File: config.mk
export PLATFORM = sky130hd
export DESIGN_NAME = capture_compare_unit
export DESIGN_NICKNAME = d
export VERILOG_FILES = /design/src/common/ccp_pkg.sv /design/src/common/cap_edge_if.sv /design/src/hw/capture_compare_unit.sv /design/src/hw/capture_edge_detect.sv
export VERILOG_INCLUDE_DIRS = /design/src /design/src/common
export SDC_FILE = /design/constraint.sdc
export NUM_CORES = 1
export LEC_CHECK = 0
export ABC_AREA = 1
export BUFFER_PORTS_ARGS = -buffer_cell sky130_fd_sc_hd__buf_4
export CELL_PAD_IN_SITES_DETAIL_PLACEMENT = 1
export CELL_PAD_IN_SITES_GLOBAL_PLACEMENT = 2
export CORE_AREA = 3 3 123 125
export CTS_CLUSTER_DIAMETER = 40
export CTS_CLUSTER_SIZE = 40
export DETAILED_ROUTE_END_ITERATION = 10
export DIE_AREA = 0 0 126 128
export GPL_TIMING_DRIVEN = 0
export PLACE_DENSITY_LB_ADDON = 0.2
export SYNTH_ARGS = -nofsm -noshare
export SYNTH_HDL_FRONTEND = slang
export SYNTH_SLANG_ARGS = --single-unit
File: constraint.sdc
create_clock -name pclk -period 1.5 [get_ports pclk]
set_input_delay 0.075 -clock pclk [delete_from_list [all_inputs] [get_ports pclk]]
set_output_delay 0.075 -clock pclk [all_outputs]
set_load 0.01 [all_outputs]
File: src/common/ccp_params.svh
// Offsets, field positions, reset values and timing counts of the capture/compare channel.
`ifndef CCP_PARAMS_SVH
`define CCP_PARAMS_SVH

`define CCP_CTRL_OFS     8'h00
`define CCP_SRC_OFS      8'h04
`define CCP_VAL_LO_OFS   8'h08
`define CCP_VAL_HI_OFS   8'h0c
`define CCP_STATUS_OFS   8'h10

`define CCP_CTRL_MODE_LSB 0
`define CCP_CTRL_MODE_MSB 3
`define CCP_CTRL_OD_BIT   4
`define CCP_CTRL_TB_BIT   5
`define CCP_SRC_MSB       1
`define CCP_STAT_FLAG_BIT 0
`define CCP_STAT_OUT_BIT  1

`define CCP_CTRL_RST     8'h00
`define CCP_SRC_RST      2'h0
`define CCP_VAL_RST      16'h0000

`define CCP_PSC_DIV4_LAST  4'h3
`define CCP_PSC_DIV16_LAST 4'hf

`endif

File: src/common/ccp_pkg.sv
// Types shared by the capture/compare channel modules.
package ccp_pkg;

	// Listing order fixes the mode field codes; zero is the off state.
	typedef enum logic [3:0] {
		MODE_OFF,
		MODE_CMP_TOGGLE_CLR,
		MODE_CMP_TOGGLE,
		MODE_CAP_ANY_EDGE,
		MODE_CAP_FALL,
		MODE_CAP_RISE,
		MODE_CAP_RISE4,
		MODE_CAP_RISE16,
		MODE_CMP_SET,
		MODE_CMP_CLEAR,
		MODE_CMP_PULSE,
		MODE_CMP_PULSE_CLR
	} ccp_mode_t;

endpackage

File: src/common/cap_edge_if.sv
// Edge events passed from the input synchroniser to the channel core.
`timescale 1ns/1ps
interface cap_edge_if;
	logic rise;
	logic fall;
	modport src (output rise, output fall);
	modport dst (input rise, input fall);
endinterface

File: src/hw/capture_compare_unit.sv
// Capture/compare channel with an APB register slave.
//
// Function
// - Value held as separate low and high byte registers.
// - Time base A, the odd one, is selected by default.
// - Several channels may share one time base in the same mode group.
// - Compare output may be driven open-drain instead of push-pull.
// - A capture event copies the full 16-bit time base value.
// - Capture on falling, rising, every 4th or 16th rising, or any edge.
// - Every capture sets the flag; only software clears it.
// - A newer capture overwrites an unread value.
// - Capture event source comes from the source select register.
// - With the pin as output, the driven level feeds the capture path.
// - Mode changes may raise a false flag; software clears it afterwards.
// - Prescaler cleared when off, outside capture, and on reset.
// - Changing between capture prescalers keeps the prescaler count.
// - Capture works in sleep with an external time base clock.
// - Compare checks value against the time base every cycle.
// - Match action is toggle, toggle+clear, set, clear, pulse, pulse+clear.
// - Every compare match sets the flag.
// - Modes 0001 and 1011 clear the time base on a match.
// - Writing zero to the control register forces the output latch low.
//
// Our own choices: the APB interface to the registers and the register offsets.
`timescale 1ns/1ps
`include "ccp_params.svh"
module capture_compare_unit
	import ccp_pkg::*;
#(
	parameter int TB_W = 16,
	parameter int AW   = 8
) (
	// Clock and reset
	input  wire logic            pclk,
	input  wire logic            presetn,
	// APB slave
	input  wire logic [AW-1:0]   paddr,
	input  wire logic            psel,
	input  wire logic            penable,
	input  wire logic            pwrite,
	input  wire logic [31:0]     pwdata,
	output logic      [31:0]     prdata,
	output logic                 pready,
	output logic                 pslverr,
	// Time bases
	input  wire logic [TB_W-1:0] time_base_a,
	input  wire logic [TB_W-1:0] time_base_b,
	input  wire logic            time_base_tick,
	input  wire logic            time_base_external,
	output logic                 time_base_clear,
	// Capture sources and pin
	input  wire logic            channel_pin_in,
	input  wire logic            pin_direction_bit,
	input  wire logic            port_latch,
	input  wire logic [2:0]      aux_capture_src,
	input  wire logic            sleep_mode,
	output logic                 channel_pin_out,
	output logic                 channel_pin_oe,
	// Event flag
	output logic                 channel_interrupt_flag
);

	logic [7:0]      channel_control_reg_q;
	logic [1:0]      capture_source_select_reg_q;
	logic [TB_W-1:0] value_q;
	logic            flag_q;
	logic            out_q;
	logic [3:0]      psc_q;
	logic            match_q;
	logic            tclr_q;
	logic            pin_out_q;
	logic            pin_oe_q;
	logic [31:0]     rdata_q;
	logic            ready_q;
	logic            err_q;

	ccp_mode_t       mode;
	logic            open_drain;
	logic [TB_W-1:0] tb_val;
	logic            is_cap;
	logic            is_cmp;
	logic            wr_en;
	logic            cap_level;
	logic            cap_evt;
	logic            cmp_evt;
	logic            match;
	logic            flag_clr;
	logic            ctrl_zero_wr;

	cap_edge_if edges ();

	function automatic logic is_mapped(input logic [AW-1:0] a);
		return a == `CCP_CTRL_OFS || a == `CCP_SRC_OFS || a == `CCP_VAL_LO_OFS ||
			a == `CCP_VAL_HI_OFS || a == `CCP_STATUS_OFS;
	endfunction

	// The enable is an argument so that continuous assignments that call this re-evaluate when it changes.
	function automatic logic is_wr(input logic en, input logic [AW-1:0] a, input logic [AW-1:0] ofs);
		return en && a == ofs;
	endfunction

	assign mode       = ccp_mode_t'(channel_control_reg_q[`CCP_CTRL_MODE_MSB:`CCP_CTRL_MODE_LSB]);
	assign open_drain = channel_control_reg_q[`CCP_CTRL_OD_BIT];
	// Select bit clear picks the odd time base; channels in one mode group may share it.
	assign tb_val     = channel_control_reg_q[`CCP_CTRL_TB_BIT] ? time_base_b : time_base_a;
	assign is_cap     = mode inside {MODE_CAP_ANY_EDGE, MODE_CAP_FALL, MODE_CAP_RISE,
		MODE_CAP_RISE4, MODE_CAP_RISE16};
	assign is_cmp     = mode != MODE_OFF && !is_cap;
	assign wr_en      = psel && penable && ready_q && pwrite;
	assign flag_clr   = is_wr(wr_en, paddr, `CCP_STATUS_OFS) && pwdata[`CCP_STAT_FLAG_BIT];
	assign ctrl_zero_wr = is_wr(wr_en, paddr, `CCP_CTRL_OFS) && pwdata[7:0] == 8'h00;

	// An output pin feeds its own driven level back into the capture path.
	always_comb begin
		case (capture_source_select_reg_q)
		2'd0: cap_level = pin_direction_bit ? channel_pin_in : port_latch;
		2'd1: cap_level = aux_capture_src[0];
		2'd2: cap_level = aux_capture_src[1];
		default: cap_level = aux_capture_src[2];
		endcase
	end

	capture_edge_detect u_edge (
		.pclk     (pclk),
		.presetn  (presetn),
		.level_in (cap_level),
		.edges    (edges.src)
	);

	// Capture keeps running in sleep only while the time base has an external clock.
	always_comb begin
		cap_evt = 1'b0;
		if (!sleep_mode || time_base_external) begin
			case (mode)
			MODE_CAP_ANY_EDGE: cap_evt = edges.rise | edges.fall;
			MODE_CAP_FALL:     cap_evt = edges.fall;
			MODE_CAP_RISE:     cap_evt = edges.rise;
			MODE_CAP_RISE4:    cap_evt = edges.rise && psc_q == `CCP_PSC_DIV4_LAST;
			MODE_CAP_RISE16:   cap_evt = edges.rise && psc_q == `CCP_PSC_DIV16_LAST;
			default:           cap_evt = 1'b0;
			endcase
		end
	end

	// Prescaler counts rising edges; moving between capture modes does not reset it.
	always_ff @(posedge pclk or negedge presetn) begin
		if (!presetn) begin
			psc_q <= 4'h0;
		end else if (!is_cap) begin
			psc_q <= 4'h0;
		end else if (cap_evt) begin
			psc_q <= 4'h0;
		end else if (edges.rise) begin
			psc_q <= psc_q + 4'h1;
		end
	end

	assign match   = is_cmp && tb_val == value_q;
	assign cmp_evt = match && !match_q;

	always_ff @(posedge pclk or negedge presetn) begin
		if (!presetn) begin
			match_q <= 1'b0;
		end else begin
			match_q <= match;
		end
	end

	// Control and source select registers.
	always_ff @(posedge pclk or negedge presetn) begin
		if (!presetn) begin
			channel_control_reg_q       <= `CCP_CTRL_RST;
			capture_source_select_reg_q <= `CCP_SRC_RST;
		end else begin
			if (is_wr(wr_en, paddr, `CCP_CTRL_OFS)) begin
				channel_control_reg_q <= pwdata[7:0];
			end
			if (is_wr(wr_en, paddr, `CCP_SRC_OFS)) begin
				capture_source_select_reg_q <= pwdata[`CCP_SRC_MSB:0];
			end
		end
	end

	// A capture beats a software byte write in the same cycle.
	always_ff @(posedge pclk or negedge presetn) begin
		if (!presetn) begin
			value_q <= `CCP_VAL_RST;
		end else if (cap_evt) begin
			value_q <= tb_val;
		end else begin
			if (is_wr(wr_en, paddr, `CCP_VAL_LO_OFS)) begin
				value_q[7:0] <= pwdata[7:0];
			end
			if (is_wr(wr_en, paddr, `CCP_VAL_HI_OFS)) begin
				value_q[TB_W-1:8] <= pwdata[TB_W-9:0];
			end
		end
	end

	// Set wins over a software clear in the same cycle.
	always_ff @(posedge pclk or negedge presetn) begin
		if (!presetn) begin
			flag_q <= 1'b0;
		end else begin
			flag_q <= (flag_q && !flag_clr) || cap_evt || cmp_evt;
		end
	end

	// Compare output latch, kept apart from the port data latch.
	always_ff @(posedge pclk or negedge presetn) begin
		if (!presetn) begin
			out_q <= 1'b0;
		end else if (ctrl_zero_wr) begin
			out_q <= 1'b0;
		end else if (cmp_evt) begin
			case (mode)
			MODE_CMP_TOGGLE_CLR, MODE_CMP_TOGGLE: out_q <= !out_q;
			MODE_CMP_SET:                         out_q <= 1'b1;
			MODE_CMP_CLEAR:                       out_q <= 1'b0;
			MODE_CMP_PULSE, MODE_CMP_PULSE_CLR:   out_q <= 1'b1;
			default:                              out_q <= out_q;
			endcase
		end else if (time_base_tick && (mode == MODE_CMP_PULSE || mode == MODE_CMP_PULSE_CLR)) begin
			out_q <= 1'b0;
		end
	end

	always_ff @(posedge pclk or negedge presetn) begin
		if (!presetn) begin
			tclr_q <= 1'b0;
		end else begin
			tclr_q <= cmp_evt && (mode == MODE_CMP_TOGGLE_CLR || mode == MODE_CMP_PULSE_CLR);
		end
	end

	// Pin drive lags the latch by one cycle so that both pin outputs are flops.
	always_ff @(posedge pclk or negedge presetn) begin
		if (!presetn) begin
			pin_out_q <= 1'b0;
			pin_oe_q  <= 1'b0;
		end else if (!is_cmp) begin
			pin_out_q <= 1'b0;
			pin_oe_q  <= 1'b0;
		end else if (open_drain) begin
			pin_out_q <= 1'b0;
			pin_oe_q  <= !out_q;
		end else begin
			pin_out_q <= out_q;
			pin_oe_q  <= 1'b1;
		end
	end

	// APB answer: data is prepared in the setup cycle, so the access phase takes one cycle.
	always_ff @(posedge pclk or negedge presetn) begin
		if (!presetn) begin
			ready_q <= 1'b0;
			err_q   <= 1'b0;
			rdata_q <= 32'h0000_0000;
		end else if (psel && !penable) begin
			ready_q <= 1'b1;
			err_q   <= !is_mapped(paddr);
			case (paddr)
			`CCP_CTRL_OFS:   rdata_q <= {24'h00_0000, channel_control_reg_q};
			`CCP_SRC_OFS:    rdata_q <= {30'h0000_0000, capture_source_select_reg_q};
			`CCP_VAL_LO_OFS: rdata_q <= {24'h00_0000, value_q[7:0]};
			`CCP_VAL_HI_OFS: rdata_q <= {24'h00_0000, value_q[TB_W-1:8]};
			`CCP_STATUS_OFS: rdata_q <= {30'h0000_0000, out_q, flag_q};
			default:         rdata_q <= 32'h0000_0000;
			endcase
		end else begin
			ready_q <= 1'b0;
			err_q   <= 1'b0;
		end
	end

	assign prdata                 = rdata_q;
	assign pready                 = ready_q;
	assign pslverr                = err_q;
	assign time_base_clear        = tclr_q;
	assign channel_pin_out        = pin_out_q;
	assign channel_pin_oe         = pin_oe_q;
	assign channel_interrupt_flag = flag_q;
endmodule // capture_compare_unit

File: src/hw/capture_edge_detect.sv
// Two-stage synchroniser and edge detector for the capture input.
`timescale 1ns/1ps
module capture_edge_detect (
	// Clock and reset
	input  wire logic pclk,
	input  wire logic presetn,
	// Raw capture level
	input  wire logic level_in,
	// Edge events
	cap_edge_if.src   edges
);

	logic meta_q;
	logic sync_q;
	logic prev_q;

	// The first stage feeds only the second stage.
	always_ff @(posedge pclk or negedge presetn) begin
		if (!presetn) begin
			meta_q <= 1'b0;
			sync_q <= 1'b0;
			prev_q <= 1'b0;
		end else begin
			meta_q <= level_in;
			sync_q <= meta_q;
			prev_q <= sync_q;
		end
	end

	assign edges.rise = sync_q & ~prev_q;
	assign edges.fall = ~sync_q & prev_q;

endmodule // capture_edge_detect

==> flow_summary.yaml, run 1 <==
timing:
  setup_ws_ps: -394
  grt_setup_unrepaired: "true"
  finalHoldViolCount: 0
  min_period_over_period_pct: 126
  whs_ps: 70.3
  max_freq_mhz: 528
  finalCriticalPeriod_ps: 1890
  slew_violations: 0
  worstMarginPinSlew_ps: 735
  skew_ps: 8.58
  setup_violations: 24
  slew_headroom_pct: 50.9
logic_synthesis:
  syn_inst: 463
  synth_area_per_cell_um2: 6.95
  ys_seq_elements: 49
  ys.flop_type: "dfrtp_1"
  ys_types: 36
  synth_enable_flop_cells: 0
  synthesis.area_um2: 3220
  yosysWarnings: 0
  yosysSeqAreaShare_pct: 38.1
  synth-async-reset-ratio_pct: 100
global_route:
  antenna_found_initial: 0
  grt_pass1_vias: 3619
  grt_pass1_wl_um: 20000
  grtUsageTotal_pct: 15.6
  grt_max_degree: 50
  grt_overflow: 0
clock_tree:
  clk_root_buffer_cell: "clkbuf_16"
  cts_htree_levels: 2
  clock_latency_ps: 290
  clock_path_buffers: 2
  clock_sinks: 49
  cts_inserted_buffers: 5
  clk_pin_slew_worst_paths_ps: 70
  tritoncts: "done"
worst_hold_path:
  hold_class: "in -> reg"
final_layout:
  nets: 693
  finalCoreUtilization_pct: 35.8
  drive_gt1_share_pct: 37.9
  mostFrequentLayoutCells: "buf_4, nand2_1, inv_1"
  fill_cells: 1750
  layout.cells.most_common: "buf_4"
  multiInputGateArea_um2: 1970
  area.growth.synth_to_final_pct: 55.4
  seqCellArea_um2: 1230
  postLayoutCellArea_um2: 5000
  antenna_cells: 0
detailed_routing:
  firstDrtPassIters: 4
  wl_per_cell_um: 16.2
  drc: 0
  drtAntennaViolNets: 0
  vias: 3526
  routed_wl_um: 12700
  viasPerCell: 4.50
  drt_iter0_markers: 237
setup_path:
  arrival_ps: 2110
  cp_max_fo: 5
  path_class: "reg -> reg"
  end_kind: "register"
  worstPathRequired_ps: 1720
  start_kind: "register"
power_and_ir_drop:
  leakage_nw: 2.60
  power_density_nw_per_um2: 598
  max-vdd-ir-drop_uv: 434
run_status:
  violations: "setup timing"
  status: "finished with violations"
run:
  cap_violations: 0
floorplan:
  pin_count: 124
  fp-row-count: 43
  die-area_um2: 16100
  die_h_um: 128
  coreArea_um2: 14000
  dieWidth_um: 126
  start_util_pct: 23.0
placed_design:
  placed_cell_area_um2: 4140
  io_buffers: 75
  gp_congestion: 0.809
  hpwl_um: 9450
-- flip-flops by register name, summed over array words and instances (netlist names), 2 cells and up --
name                         count
capture_source_select_reg_q      2
value_q                         16
prdata                           8
psc_q                            4
channel_control_reg_q            8
-- synth_stat cells (all sizes together) (2+ instances only) --
| library cell | n | area [um^2] |
|---|---|---|
| a21oi | 16 | 80.1 |
| buf | 31 | 224 |
| clkbuf | 3 | 11.3 |
| dfrtp | 49 | 1230 |
| ha | 3 | 37.5 |
| inv | 63 | 236 |
| mux2 | 3 | 33.8 |
| nand2 | 118 | 445 |
| nand3 | 81 | 405 |
| nand3b | 4 | 30.0 |
| nand4 | 14 | 87.6 |
| nor2 | 36 | 145 |
| nor3 | 3 | 15.0 |
| o21ai | 19 | 98.8 |
| o22ai | 5 | 31.3 |
| or2 | 2 | 12.5 |
| xor2 | 3 | 26.3 |
-- repair_timing --
| action | in CTS | in global routing |
|---|---|---|
| gates cloned | 4 | 0 |
| hold endpoints to repair | 50 | 0 |
| pin swaps | 31 | 19 |
| endpoints found under the setup margin | 25 | 29 |
| gates resized for setup | 73 | 28 |
| hold buffers | 2 | 0 |
| setup buffers | 23 | 7 |
-- per-stage QoR --
step | instances | power [mW] | TNS (ps) | setup slack [ps]
after floorplan | 486 | 1.59 | -15.8 | -15.8
after global placement | 741 | 1.83 | -12140 | -569
after detailed placement | 741 | 1.83 | -13540 | -632
after CTS | 777 | 3.01 | -5110 | -365
after global routing | 784 | 3.15 | -6910 | -514
final | 784 | 2.99 | -5000 | -394
-- cell type report --
| class | instances | share of cell area, % |
|---|---|---|
| Buffer | 34 | 5.75 |
| Timing Repair Buffer | 110 | 18.1 |
| Tap cell | 180 | 4.50 |
| Inverter | 64 | 4.90 |
| Multi-Input combinational cell | 340 | 39.3 |
| Sequential cell | 49 | 24.6 |
| Clock buffer | 7 | 2.85 |
-- kinds of logic after synthesis --
family                   share of synthesized area [%]
multiplexers                                      1.36
other                                            0.117
adder cells (fa/ha/maj)                           1.17
AO/OA/AOI/OAI                                     7.74
flip-flops                                        38.1
buffers and inverters                             14.8
XOR/XNOR                                          1.09
AND/OR/NAND/NOR                                   35.7
-- layer usage --
layer	wire length, um	share of wire [%]	global-route usage, %	vias up
met5	0	0	0	-
met4	66	0.52	1.89	0
met3	506	4.0	2.29	4
met2	6110	48	27.0	85
met1	6010	47	21.3	1687
li1	-	-	-	1750
-- worst max-delay path, cell delays in order, from the launching register on --
cell and delay, ps:
dfrtp_2 490, buf_6 150, or2_4 240, nand3b_1 80, nand2_1 60, nor2_1 120
nand3_1 130, nor2_4 220, nand2_2 100, nand2_1 70, nand3_1 70, nor2_1 80
-- power by group --
part / switching (mW) / leakage [nW] / internal [mW]
logic: 0.248 / 1.89 / 0.237
registers: 0.0205 / 0.637 / 1.35
clock network: 0.483 / 0.0700 / 0.657
total: 0.752 / 2.60 / 2.24
-- final timing paths --
kind,startpoint,end,slack [ps],cells after the start
worst max-delay path,channel_control_reg_q[5]$_DFFE_PN0P_,out_q$_DFFE_PN0P_,-390,11
worst min-delay path,aux_capture_src[0],u_edge.meta_q$_DFF_PN0_,70,3
worst max register to register,channel_control_reg_q[5]$_DFFE_PN0P_,out_q$_DFFE_PN0P_,-390,11
worst min register to register,u_edge.meta_q$_DFF_PN0_,u_edge.sync_q$_DFF_PN0_,350,0
max in group asynchronous,presetn,channel_control_reg_q[1]$_DFFE_PN0P_,640,2
min in group asynchronous,presetn,prdata[6]$_DFFE_PN0P_,370,2
Note: power is estimated with default switching activity, not from simulation.
==> run 2: changes to the inputs <==
--- a/config.mk
+++ b/config.mk
@@ -10,11 +10,11 @@
 export BUFFER_PORTS_ARGS = -buffer_cell sky130_fd_sc_hd__buf_4
 export CELL_PAD_IN_SITES_DETAIL_PLACEMENT = 1
 export CELL_PAD_IN_SITES_GLOBAL_PLACEMENT = 2
-export CORE_AREA = 3 3 123 125
+export CORE_AREA = 3 3 112 114
 export CTS_CLUSTER_DIAMETER = 40
 export CTS_CLUSTER_SIZE = 40
 export DETAILED_ROUTE_END_ITERATION = 10
-export DIE_AREA = 0 0 126 128
+export DIE_AREA = 0 0 115 117
 export GPL_TIMING_DRIVEN = 0
 export PLACE_DENSITY_LB_ADDON = 0.2
 export SYNTH_ARGS = -nofsm -noshare
==> constraint.sdc (replaced) <==
create_clock -name pclk -period 2.2 [get_ports pclk]
set_input_delay 0.11 -clock pclk [delete_from_list [all_inputs] [get_ports pclk]]
set_output_delay 0.11 -clock pclk [all_outputs]
set_load 0.01 [all_outputs]
==> run 2 against run 1 <==
Compared with the run above:
- the flow now finishes without violations
- maximum frequency is 4.1% lower
- final cell count is 9.1% lower
- count of clock-buffer cells in the layout is 2 lower
- highest routed layer unchanged
- total power is 29% lower
- non-clock buffer count is 34 lower
==> flow_summary.yaml, run 2 (same netlist as run 1, synthesis figures left out) <==
run_status:
  status: "completed"
placed_design:
  io_buffers: 75
  gp_congestion: 0.868
  hpwl_um: 8990
detailed_routing:
  vias: 3384
  met2_length_um: 5260
  viasPerCell: 4.75
  firstDrtPassIters: 5
  drc: 0
  wl_met3_um: 603
  drtAntennaViolNets: 0
  drt_iter0_markers: 170
  top_layer_used: "met4"
  routed_wl_um: 11200
  wl_per_cell_um: 15.7
  wirelength_met1_um: 5240
floorplan:
  fp-row-count: 39
  die-area_um2: 13500
  die_h_um: 117
  pin_count: 124
  coreArea_um2: 11500
  start_util_pct: 27.9
  dieWidth_um: 115
final_layout:
  area.growth.synth_to_final_pct: 32.0
  largest_register: "value_q"
  drive_gt1_share_pct: 22.5
  antenna_cells: 0
  layout.cells.most_common: "nand2_1"
  fill_cells: 1461
  nets: 658
  mostFrequentLayoutCells: "nand2_1, buf_4, nand3_1"
  finalCoreUtilization_pct: 36.9
  largest_register_ff_count: 16
timing:
  finalCriticalPeriod_ps: 1970
  min_period_over_period_pct: 89.8
  finalHoldViolCount: 0
  max_freq_mhz: 506
  setup_violations: 0
  worstMarginPinSlew_ps: 646
  grt_setup_unrepaired: "false"
  skew_ps: 6.64
  slew_violations: 0
  slew_headroom_pct: 57.0
global_route:
  grt_pass1_vias: 3349
  grt_pass1_wl_um: 17400
  grt_overflow: 0
  grt_max_degree: 50
  grtUsageTotal_pct: 16.5
  antenna_found_initial: 0
power_and_ir_drop:
  finalPower_mw: 2.13
  leakage_nw: 2.28
  power_density_nw_per_um2: 501
  max-vdd-ir-drop_uv: 239
worst_hold_path:
  min_to: "pready$_DFF_PN0_"
  hold_start: "penable"
  hold_class: "in -> reg"
  whs_path_depth: 2
clock_tree:
  tritoncts: "done"
  clk_root_buffer_cell: "clkbuf_16"
  clk_pin_slew_worst_paths_ps: 70
  cts_htree_levels: 2
  clock_path_buffers: 2
  clock_sinks: 49
  post_cts_buffers: 0
  cts_inserted_buffers: 5
  clock_latency_ps: 290
setup_path:
  worstPathRequired_ps: 2430
  path_class: "reg -> reg"
  reg2regPathDepth: 12
  cp_max_fo: 10
  start_kind: "register"
  r2r_setup_slack_ps: 230
  arrival_ps: 2200
  r2r-start: "channel_control_reg_q[0]$_DFFE_PN0P_"
  end_kind: "register"
  reg2reg_to: "value_q[5]$_DFFE_PN0P_"
run:
  cap_violations: 0
-- run 2: worst max-delay path by stage --
stage	startpoint	to	slack (ps)	cells past startpoint
global placement	channel_control_reg_q[0]$_DFFE_PN0P_	value_q[14]$_DFFE_PN0P_	-80	12
finish	channel_control_reg_q[0]$_DFFE_PN0P_	value_q[5]$_DFFE_PN0P_	230	12
floorplan	psc_q[0]$_DFFE_PN0P_	value_q[2]$_DFFE_PN0P_	560	11
detailed placement	channel_control_reg_q[0]$_DFFE_PN0P_	value_q[5]$_DFFE_PN0P_	-140	12
global route	channel_control_reg_q[5]$_DFFE_PN0P_	out_q$_DFFE_PN0P_	20	13
CTS	channel_control_reg_q[0]$_DFFE_PN0P_	value_q[5]$_DFFE_PN0P_	110	12
-- run 2: layer usage --
metal  vias to the layer above  GRT usage (%)
met1                      1596           23.0
li1                       1676              -
met4                         0           3.68
met5                         -              0
met3                         9           2.16
met2                       103           27.4
-- run 2: cell type report --
| type | count | area, um^2 | area share [%] |
|---|---|---|---|
| repair buffers | 76 | 573 | 13.5 |
| clock buffers | 5 | 125 | 2.95 |
| flip-flops and latches | 49 | 1230 | 28.9 |
| multi-input cells | 339 | 1610 | 38.0 |
| plain buffers | 34 | 244 | 5.74 |
| well taps | 143 | 179 | 4.21 |
| clock inverters | 3 | 46.3 | 1.09 |
| inverters | 64 | 240 | 5.66 |
-- run 2: power by group --
part	internal [mW]	switching, mW	leakage, nW	total (mW)
registers	0.917	0.0128	0.639	0.930
logic	0.146	0.152	1.56	0.298
clock network	0.539	0.359	0.0800	0.899
total	1.60	0.524	2.28	2.13
-- run 2: through the flow --
stage	std cells	cell area, um^2	setup TNS [ps]	hold WS (ps)	worst slack [ps]
after floorplan	486	3300	0	-186	557
after global placement	704	4050	-808	183	-81.4
after detailed placement	704	4050	-1880	186	-144
after CTS	713	4230	0	28.2	107
after global routing	713	4250	0	31.9	23.9
final	713	4250	0	33.0	225
-- run 2: worst max-delay path: stages (launching register included) --
cell and delay, ps:
dfrtp_1 430, inv_1 150, o21ai_0 110, nand3_1 80
nor2_1 50, o21ai_0 140, nand2_1 80, nand2_1 70
nand2_2 180, nand2_4 180, clkbuf_4 250, nand3_1 100
nand3_1 100
-- run 2: what timing repair did --
action                     4_1_cts  5_1_grt
resized for setup                2        7
hold endpoints to repair        49        0
setup endpoints to repair       17       16
hold buffers                     1        0
